==> config.mk <==
export PLATFORM = sky130hd
export DESIGN_NAME = pac_top
export DESIGN_NICKNAME = d
export VERILOG_FILES = /design/src/logic/pac_pkg.sv /design/src/logic/pac_top.sv
export SDC_FILE = /design/constraint.sdc
export NUM_CORES = 1
export LEC_CHECK = 0
export BUFFER_PORTS_ARGS = -buffer_cell sky130_fd_sc_hd__buf_2
export CAP_MARGIN = 40
export CORE_MARGIN = 8
export CORE_UTILIZATION = 65
export DETAILED_ROUTE_END_ITERATION = 10
export GPL_TIMING_DRIVEN = 0
export PLACE_DENSITY = 0.84
export SETUP_SLACK_MARGIN = 0.1
export SLEW_MARGIN = 20
export SYNTH_ARGS = -nofsm -noshare
export SYNTH_HDL_FRONTEND = slang
export SYNTH_SLANG_ARGS = --single-unit
==> constraint.sdc <==
create_clock -name hclk -period 8.2 [get_ports hclk]
set_input_delay 0.82 -clock hclk [delete_from_list [all_inputs] [get_ports hclk]]
set_output_delay 0.82 -clock hclk [all_outputs]
set_load 0.01 [all_outputs]
==> src/logic/pac_pkg.sv <==
// Constants and carriers for the modulator align and join control block.
// Assumes a single bus clock and AHB-Lite register access.
package pac_pkg;

    localparam int NCH = 6;
    localparam int PRE_W = 7;

    // Register indices; byte address is four times the index
    localparam logic [7:0] IDX_ENABLE    = 8'h00;
    localparam logic [7:0] IDX_POLARITY  = 8'h01;
    localparam logic [7:0] IDX_CLKSEL    = 8'h02;
    localparam logic [7:0] IDX_PRESCALE  = 8'h03;
    localparam logic [7:0] IDX_CAE       = 8'h04;
    localparam logic [7:0] IDX_CTL       = 8'h05;
    localparam logic [7:0] IDX_TEST      = 8'h06;
    localparam logic [7:0] IDX_PRSC_TEST = 8'h07;
    localparam logic [7:0] IDX_PER0      = 8'h14;
    localparam logic [7:0] IDX_DTY0      = 8'h1a;

    // Control and prescale register fields
    localparam int BIT_JOIN01 = 4;
    localparam int BIT_WAIT   = 3;
    localparam int BIT_FRZ    = 2;
    localparam int CLOCK_A_PRESCALE_SELECT_LSB   = 0;
    localparam int PCKB_LSB   = 4;

    // Writable bit masks
    localparam logic [7:0] MASK_CH    = 8'h3f;
    localparam logic [7:0] MASK_CTL   = 8'h7c;
    localparam logic [7:0] MASK_PRCLK = 8'h77;

    // Reset values
    localparam logic [7:0] RST_ZERO = 8'h00;
    localparam logic [7:0] RST_PER  = 8'hff;
    localparam logic [7:0] RST_DTY  = 8'hff;

    localparam logic [1:0] HTRANS_NONSEQ = 2'b10;
    localparam logic       HRESP_OKAY    = 1'b0;

    typedef struct packed {
        logic wait_mode;
        logic freeze_mode;
        logic special_mode;
    } pac_mode_t;

    typedef struct packed {
        logic [7:0]            en;
        logic [7:0]            pol;
        logic [7:0]            clksel;
        logic [7:0]            prclk;
        logic [7:0]            cae;
        logic [7:0]            ctl;
        logic [7:0]            tst;
        logic [7:0]            prsc;
        logic [NCH-1:0][7:0]   per;
        logic [NCH-1:0][7:0]   dty;
    } pac_regs_t;

    typedef struct packed {
        pac_regs_t             r;
        logic [NCH-1:0][7:0]   cnt;
        logic [NCH-1:0]        down;
        logic [PRE_W-1:0]      pre;
        logic                  tick_a;
        logic                  tick_b;
        logic                  wr_pend;
        logic [7:0]            widx;
        logic [31:0]           rdata;
        logic                  ready;
        logic [NCH-1:0]        out;
    } pac_state_t;

endpackage

==> src/logic/pac_top.sv <==
// Align and join control of a six channel 8-bit modulator, AHB-Lite slave.
// Assumes inputs synchronous to hclk; scaled clock ticks come from outside.
//
// Implementation choice: register access over AHB-Lite.
module pac_top
    import pac_pkg::*;
#(
    parameter int HADDR_W = 32
) (
    input  wire logic               hclk,
    input  wire logic               hresetn,
    input  wire logic               hsel,
    input  wire logic [HADDR_W-1:0] haddr,
    input  wire logic [1:0]         htrans,
    input  wire logic               hwrite,
    input  wire logic [2:0]         hsize,
    input  wire logic [31:0]        hwdata,
    input  wire logic               hready,
    output logic      [31:0]        hrdata,
    output logic                    hreadyout,
    output logic                    hresp,
    input  wire pac_mode_t          mode,
    input  wire logic               scale_tick_a,
    input  wire logic               scale_tick_b,
    output logic                    clock_a_tick,
    output logic                    clock_b_tick,
    output logic      [NCH-1:0]     modulator_output_port
);

    if (HADDR_W < 10) begin : g_chk
        $error("HADDR_W must be at least 10");
    end

    ////////////////////////////////////////////////////////////////////////////
    // Functions

    function automatic logic [7:0] rd_reg(input pac_regs_t r, input logic [7:0] i,
                                          input logic spec);
        logic [7:0] v;
        v = RST_ZERO;
        if (i == IDX_ENABLE) begin
            v = r.en;
        end else if (i == IDX_POLARITY) begin
            v = r.pol;
        end else if (i == IDX_CLKSEL) begin
            v = r.clksel;
        end else if (i == IDX_PRESCALE) begin
            v = r.prclk;
        end else if (i == IDX_CAE) begin
            v = r.cae;
        end else if (i == IDX_CTL) begin
            v = r.ctl;
        end else if (i == IDX_TEST) begin
            v = spec ? r.tst : RST_ZERO;
        end else if (i == IDX_PRSC_TEST) begin
            v = spec ? r.prsc : RST_ZERO;
        end else if (i >= IDX_PER0 && i < IDX_PER0 + 8'(NCH)) begin
            v = r.per[3'(i - IDX_PER0)];
        end else if (i >= IDX_DTY0 && i < IDX_DTY0 + 8'(NCH)) begin
            v = r.dty[3'(i - IDX_DTY0)];
        end
        return v;
    endfunction

    // Prescaler tap: tick when the low sel bits are all ones
    function automatic logic pre_tap(input logic [PRE_W-1:0] p, input logic [2:0] sel);
        logic [PRE_W-1:0] m;
        m = PRE_W'((8'h01 << sel) - 8'h01);
        return (p & m) == m;
    endfunction

    // Next {down, count} of one counter, 8 or 16 bits wide
    function automatic logic [16:0] step(input logic [15:0] c, input logic dn,
                                         input logic [15:0] p, input logic ca);
        logic [16:0] n;
        n = {1'b0, c + 16'h0001};
        if (p == 16'h0000) begin
            n = 17'h0;
        end else if (!ca) begin
            if (c >= p - 16'h0001) begin
                n = 17'h0;
            end
        end else if (dn) begin
            n = (c <= 16'h0001) ? 17'h0 : {1'b1, c - 16'h0001};
        end else if (c >= p) begin
            n = {1'b1, c - 16'h0001};
        end
        return n;
    endfunction

    ////////////////////////////////////////////////////////////////////////////
    // State

    pac_state_t s, n;
    logic       run;
    logic [NCH-1:0] tk;
    logic       req;
    logic       mapped;

    assign req = hsel && hready && htrans[1];
    assign mapped = (haddr[HADDR_W-1:10] == '0) && (haddr[1:0] == 2'b00);

    always_comb begin
        logic [16:0] nx;
        logic [15:0] c16;
        logic [15:0] p16;
        logic [15:0] d16;
        int hi;
        int lo;
        nx = 17'h0;
        c16 = 16'h0;
        p16 = 16'h0;
        d16 = 16'h0;
        hi = 0;
        lo = 0;
        n = s;

        // Data phase of a write
        if (s.wr_pend) begin
            if (s.widx == IDX_ENABLE) begin
                n.r.en = hwdata[7:0] & MASK_CH;
            end else if (s.widx == IDX_POLARITY) begin
                n.r.pol = hwdata[7:0] & MASK_CH;
            end else if (s.widx == IDX_CLKSEL) begin
                n.r.clksel = hwdata[7:0] & MASK_CH;
            end else if (s.widx == IDX_PRESCALE) begin
                n.r.prclk = hwdata[7:0] & MASK_PRCLK;
            end else if (s.widx == IDX_CAE) begin
                n.r.cae = hwdata[7:0] & MASK_CH;
            end else if (s.widx == IDX_CTL) begin
                n.r.ctl = hwdata[7:0] & MASK_CTL;
            end else if (s.widx == IDX_TEST) begin
                if (mode.special_mode) begin
                    n.r.tst = hwdata[7:0];
                end
            end else if (s.widx == IDX_PRSC_TEST) begin
                if (mode.special_mode) begin
                    n.r.prsc = hwdata[7:0];
                end
            end else if (s.widx >= IDX_PER0 && s.widx < IDX_PER0 + 8'(NCH)) begin
                n.r.per[3'(s.widx - IDX_PER0)] = hwdata[7:0];
            end else if (s.widx >= IDX_DTY0 && s.widx < IDX_DTY0 + 8'(NCH)) begin
                n.r.dty[3'(s.widx - IDX_DTY0)] = hwdata[7:0];
            end
        end

        // Address phase; read sees a write still in its data phase
        n.wr_pend = req && hwrite && mapped;
        n.widx = haddr[9:2];
        if (req && !hwrite && mapped) begin
            n.rdata = {24'h0, rd_reg(n.r, haddr[9:2], mode.special_mode)};
        end else if (req) begin
            n.rdata = 32'h0;
        end
        n.ready = 1'b1;

        // Prescaler input clock gating
        if (run) begin
            n.pre = s.pre + PRE_W'(1);
        end
        n.tick_a = run && pre_tap(s.pre, s.r.prclk[CLOCK_A_PRESCALE_SELECT_LSB +: 3]);
        n.tick_b = run && pre_tap(s.pre, s.r.prclk[PCKB_LSB +: 3]);

        // Channel pairs
        for (int p = 0; p < NCH / 2; p++) begin
            hi = 2 * p;
            lo = 2 * p + 1;
            if (s.r.ctl[BIT_JOIN01 + p]) begin
                c16 = {s.cnt[hi], s.cnt[lo]};
                p16 = {s.r.per[hi], s.r.per[lo]};
                d16 = {s.r.dty[hi], s.r.dty[lo]};
                if (s.r.en[lo] && tk[lo]) begin
                    nx = step(c16, s.down[lo], p16, s.r.cae[lo]);
                    {n.down[lo], n.cnt[hi], n.cnt[lo]} = nx;
                end
                n.down[hi] = 1'b0;
                n.out[lo] = s.r.en[lo] && ((c16 < d16) == s.r.pol[lo]);
                n.out[hi] = 1'b0;
            end else begin
                for (int k = hi; k <= lo; k++) begin
                    if (s.r.en[k] && tk[k]) begin
                        nx = step({8'h0, s.cnt[k]}, s.down[k], {8'h0, s.r.per[k]},
                                  s.r.cae[k]);
                        n.down[k] = nx[16];
                        n.cnt[k] = nx[7:0];
                    end
                    n.out[k] = s.r.en[k] && ((s.cnt[k] < s.r.dty[k]) == s.r.pol[k]);
                end
            end
        end
    end

    // Gated prescaler input and per-channel clock enables
    assign run = !(mode.wait_mode && s.r.ctl[BIT_WAIT])
              && !(mode.freeze_mode && s.r.ctl[BIT_FRZ]);

    always_comb begin
        for (int k = 0; k < NCH; k++) begin
            if (k == 2 || k == 3) begin
                tk[k] = s.r.clksel[k] ? (scale_tick_b && run) : s.tick_b;
            end else begin
                tk[k] = s.r.clksel[k] ? (scale_tick_a && run) : s.tick_a;
            end
        end
    end

    always_ff @(posedge hclk or negedge hresetn) begin
        if (!hresetn) begin
            s <= '0;
            s.r.per <= {NCH{RST_PER}};
            s.r.dty <= {NCH{RST_DTY}};
            s.ready <= 1'b1;
        end else begin
            s <= n;
        end
    end

    assign hrdata = s.rdata;
    assign hreadyout = s.ready;
    assign hresp = HRESP_OKAY;
    assign clock_a_tick = s.tick_a;
    assign clock_b_tick = s.tick_b;
    assign modulator_output_port = s.out;
endmodule

==> results of run 1 <==
final cells by class:
cell class,count,share of cell area
Clock buffer,43,0.0374
Inverter,141,0.0230
Antenna cell,2,0.000218
Buffer,153,0.0322
Clock inverter,11,0.00370
Multi-Input combinational cell,1914,0.590
Timing Repair Buffer,71,0.0182
Sequential cell,246,0.273
Tap cell,408,0.0222
flip-flops by register name (all words and copies together) (netlist names):
register and count:
clock_a_tick 1, clock_b_tick 1, hrdata 8, modulator_output_port 6
s 230
power by group through the flow:
| stage | registers (mW) | clock network [mW] | logic [mW] |
|---|---|---|---|
| floorplan | 1.29 | 0 | 0.187 |
| global placement | 1.30 | 0 | 0.280 |
| detailed placement | 1.31 | 0 | 0.297 |
| CTS | 1.29 | 1.30 | 0.299 |
| global route | 1.29 | 1.35 | 0.336 |
| finish | 1.29 | 1.30 | 0.307 |
through the flow:
stage           util  power, mW  cell area [um2]
4_1_cts        0.713       2.89            23000
2_1_floorplan      -       1.48            21100
3_5_place_dp   0.684       1.60            22000
5_1_grt        0.714       2.97            23000
6_report       0.714       2.89            23000
3_3_place_gp   0.682       1.58            21900
placed cells by master (no fill, tap or decap), types with 73 or more instances in the layout:
cell      netlist  final
xnor2_1        82     82
a21oi_1       138    138
nor2_1        176    176
o21ai_0       144    144
nand2_1       219    219
nand3_1        73     73
mux2_2        143    143
dfstp_2        96     96
ha_1          197    197
inv_1         139    139
buf_2          10     73
dfrtp_1       150    150
clkbuf_1       97    104
final timing paths:
kind,to,slack (ps),depth (start not counted)
worst min-delay path,s[99],170,1
min in group hclk,s[46],380,1
worst max-delay path,s[90],3510,15
worst min register to register,s[55],500,1
max in group asynchronous,s[137],7080,2
worst max register to register,s[90],3510,15
logic make-up after synthesis:
| kind of cell | Yosys count | share of synthesized area |
|---|---|---|
| xor gates and xnor gates | 99 | 0.0412 |
| buffers and inverters | 294 | 0.0604 |
| and+or+nand+nor | 807 | 0.191 |
| AOI/OAI and AO/OA | 601 | 0.190 |
| DFF | 246 | 0.298 |
| other | 2 | 0.000357 |
| adders and majority gates | 197 | 0.117 |
| muxes | 184 | 0.102 |
metal layers:
layer | up-vias | share of wire | GRT usage
li1 | 9087 | - | -
met1 | 9895 | 0.41 | 0.467
met2 | 1153 | 0.45 | 0.560
met3 | 224 | 0.092 | 0.0571
met4 | 0 | 0.051 | 0.162
met5 | - | 0 | 0
==> reports/results.tsv, run 1 <==
metric	value	unit
Post-synth top cells	219 x nand2_1, 197 x ha_1, 176 x nor2_1	
fillcell total	2480	
flops & latches, synth	246	
ys flop type	dfrtp_1	
Crit Path Max Fanout	10	
sequential power share	0.445	
Worst Max-Slew Pin Slew	899	ps
Clk pwr share	0.449	
CTS tree	yes	
routability cong.	1.00	
post-synth top area share	0.178	
Clock transition at path regs	60	ps
# hold bufs at CTS	0	
TritonRoute pass-1 iters	6	
Clock Skews	29.0	ps
Setup crit start	s[175]	
switching portion of total power	0.273	
DR vias	20400	
I/O Buffers	62	
WP data arrival	5130	ps
Worst-Skew Late Latency	580	ps
YS warnings	0	
core area	32200	um2
row count	66	
final setup vio count	0	
CP cell instances	inv_1 -> ha_1 -> or4b_2 -> nor2_1 -> nand2_1 -> xnor2_1 -> ha_1 -> o21a_1 -> o21ai_0 -> a211o_1 -> o41ai_1 -> buf_2 -> nand2_1 -> a221oi_1 -> o41ai_1	
critical path required time	8630	ps
Relative slew margins	0.400	
clock sink total	246	
Synth Cell Area	21000	um2
final hold vios	0	
global route total overflow	0	
status	finished, final reports clean	
layout cells sized above 1	0.173	
Ports	121	
Worst R2R Start	s[175]	
DRC	0	
Via density	6.81	
sequential area share after synthesis	0.298	
fin cells	2989	
Die ar.	38400	um2
footprint of the multi-input gates	13600	um2
Starting DRT DRC Count	1772	
Sequential Area	6280	um2
PostCTS Resize Cnt	0	
htree depth	1	
die height	196	um
HPWL after detailed placement	51900	um
Final #Nets	2832	
Area Overhead vs Synth	9.35	%
setup TNS	0	ps
Slew Viols, Final	0	
fin crit share	0.572	
GRT Overall Usage	0.352	
Distinct cells, synth	88	
Routed Antenna Nets	0	
initial core utilization	0.653	
RSZ-0062 raised after global routing	false	
Root Buffer	clkbuf_16	
most numerous cell in the Yosys netlist	nand2_1	
Synth area leader	dfrtp_1	
Min Hold Slack	175	ps
FMAX	213	MHz
FFs w/ async S/R, synth	1.00	
Critical Path Source Type	flop	
slowest cell delay on critical path	680	ps
WL/cell	23.4	um
number of flops mapped to enable cells by yosys	0	
Worst VDD drop	0.177	mV
Final min period	4690	ps
leakage	10.6	nW
worst setup path class	reg2reg	
Setup WS pre-CTS	3510	ps
WP buf/inv	2	
number of max-cap violations	0	
synth top area cells	dfrtp_1 18%, dfstp_2 12%, ha_1 12%	
Critical-path top delay cell	o41ai_1	
initial antenna violation count	1	
final worst slack	3510	ps
CTS max path bufs	3	
first-pass GRT wire length	109000	um
Internal	2.10	mW
part of the power in combinational logic	0.106	
largest net degree at the start of global routing	97	
Syn Area/Cell	8.66	um2
sw power	791	uW
crit end category	flop	
chip width	196	um
CTS buffer count	29	
PD cells	126	nW/um2
HP Class	in2async	
Post-Synthesis Cells	2430	
dpl cells	2928	
crit-path leading delay family	compound AO/OA/AOI/OAI gates	
post-CTS setup buffers	0	
total wire length	69800	um
number of global-route vias before repair	19600	
No activity file was read; power rests on OpenSTA's default activity.
==> run 2, diff against run 1 <==
ABC_AREA = 1   (was not set)
CORE_UTILIZATION = 64   (was 65)
PLACE_DENSITY = 0.83   (was 0.84)
clock period = 4.4 ns   (was 8.2 ns; I/O delays follow)
==> run 2 against run 1 <==
Against the previous run:
- critical path depth unchanged
- non-clock buffer count rose by 25
- fmax grew 18%
- largest power group is now combinational cells
- flip-flop and latch count unchanged
- first-iteration DRC count increased by 67%
- critical path type unchanged
- worst hold slack lost 140 ps
==> reports/results.tsv, run 2 <==
metric	value	unit
DR vias	25500	
crit end category	flop	
ys flop type	dfrtp_1	
PD cells	404	nW/um2
Sequential Area	6280	um2
hold depth	1	
setup TNS	0	ps
Final #Nets	4065	
FMAX	251	MHz
Relative slew margins	0.380	
DRC	0	
die height	209	um
I/O Buffers	65	
r2r worst-path depth	15	
final hold vios	0	
Synth Cell Area	23800	um2
initial antenna violation count	1	
CTS tree	yes	
WP data arrival	4450	ps
TritonRoute pass-1 iters	6	
routability cong.	1.07	
WL/cell	19.1	um
number of max-cap violations	0	
Slew Viols, Final	0	
Final min period	3980	ps
first-pass GRT wire length	127000	um
Area Overhead vs Synth	9.21	%
YS warnings	0	
commonest non-fill, non-tap cell in the layout	nand2_1	
clock sink total	246	
Starting DRT DRC Count	2956	
number of flops mapped to enable cells by yosys	0	
Die ar.	43600	um2
status	finished, final reports clean	
leakage	13.5	nW
RSZ-0062 raised after global routing	true	
flops & latches, synth	246	
commonest cells after routing, fill and taps aside	1047 x nand2_1, 447 x inv_1, 329 x o21ai_0	
footprint of the multi-input gates	15000	um2
Post-synth top cells	1047 x nand2_1, 447 x inv_1, 329 x o21ai_0	
worst setup path class	reg2reg	
core area	36600	um2
Ports	121	
Most flops, register	s	
total wire length	81600	um
largest net degree at the start of global routing	94	
Synth area leader	nand2_1	
final setup vio count	0	
Worst-Skew Late Latency	600	ps
Distinct cells, synth	63	
Post-Synthesis Cells	3652	
CTS max path bufs	3	
critical path required time	4860	ps
post-synth top area share	0.165	
FFs w/ async S/R, synth	1.00	
Syn Area/Cell	6.52	um2
initial core utilization	0.650	
Min Hold Slack	34.3	ps
htree depth	1	
CTS buffer count	28	
GRT Overall Usage	0.362	
row count	70	
Worst VDD drop	0.458	mV
layout cells sized above 1	0.0976	
Critical Path Source Type	flop	
sequential area share after synthesis	0.264	
most numerous cell in the Yosys netlist	nand2_1	
Routed Antenna Nets	0	
Via density	5.96	
Worst Max-Slew Pin Slew	931	ps
number of global-route vias before repair	22900	
Clock Skews	28.1	ps
fillcell total	3307	
fin crit share	0.905	
Clock transition at path regs	70	ps
global route total overflow	0	
synth top area cells	nand2_1 17%, dfrtp_1 16%, dfstp_2 11%	
HP Class	in2reg	
Crit Path Max Fanout	10	
Root Buffer	clkbuf_16	
HPWL after detailed placement	62500	um
chip width	209	um
max reg flops	230	
## run 2: cell families after synthesis
group                      count (synthesis)  synth area share
and+or+nand+nor                         1692             0.296
DFF                                      246             0.264
other                                      2          0.000315
xor gates and xnor gates                 121            0.0445
muxes                                      4           0.00179
AOI/OAI and AO/OA                        762             0.181
adders and majority gates                197             0.104
buffers and inverters                    628             0.110
## run 2: worst paths after layout
kind | endpoint | slack, ps | from
setup / recovery | s[66] | 420 | s[169]
hold / removal | s[43] | 30 | haddr[6]
setup reg to reg | s[66] | 420 | s[169]
hold reg to reg | s[223] | 470 | s[223]
max in group asynchronous | s[150] | 3080 | hresetn
min in group asynchronous | s[101] | 430 | hresetn
## run 2: critical path, cell delays in order, from the launching register on
cell,delay [ps]
dfstp_2,400
inv_1,80
nand3_1,130
nor3_1,270
nand3_1,190
nor2_2,350
mux2_2,390
ha_1,290
nand2_1,100
nor2_1,50
a211oi_1,220
o2111ai_1,230
a21boi_2,370
clkbuf_2,330
nand3_1,130
a21oi_1,320
## run 2: what timing repair did
| action | in CTS | in global routing |
|---|---|---|
| gates resized for setup | 0 | 8 |
| setup buffers | 0 | 0 |
| hold buffers | 4 | 0 |
| setup endpoints to repair | 0 | 28 |
| endpoints found under the hold margin | 34 | 0 |
## run 2: cell type report
type                    count  area share
clock inverters            15     0.00645
multi-input cells        2802       0.578
repair buffers             83      0.0209
inverters                 462      0.0667
clock buffers              37      0.0302
plain buffers             166      0.0338
flip-flops and latches    246       0.241
diodes                      1   0.0000963
well taps                 468      0.0225
## run 2: routing by layer
metal,global-route usage,up-vias,share of wire
met4,0.148,0,0.047
met1,0.497,11600,0.41
li1,-,12200,-
met3,0.0721,229,0.12
met5,0,-,0
met2,0.551,1486,0.42
## run 2: stage by stage
stage | util | worst slack [ps] | cells | area (um2) | total power, mW
6_report | 0.710 | 418 | 4280 | 26000 | 10.5
2_1_floorplan | - | 1200 | 3676 | 23900 | 6.58
3_5_place_dp | 0.682 | 146 | 4222 | 25000 | 7.90
5_1_grt | 0.710 | 98.3 | 4279 | 26000 | 11.3
3_3_place_gp | 0.678 | -1730 | 4209 | 24800 | 7.79
4_1_cts | 0.709 | 107 | 4278 | 26000 | 10.4
## run 2: where the power goes
group,total (mW),switching [mW],leakage (nW),internal (mW)
Sequential,3.09,0.591,2.71,2.50
Combinational,4.95,3.15,10.3,1.80
Clock,2.48,1.09,0.468,1.39
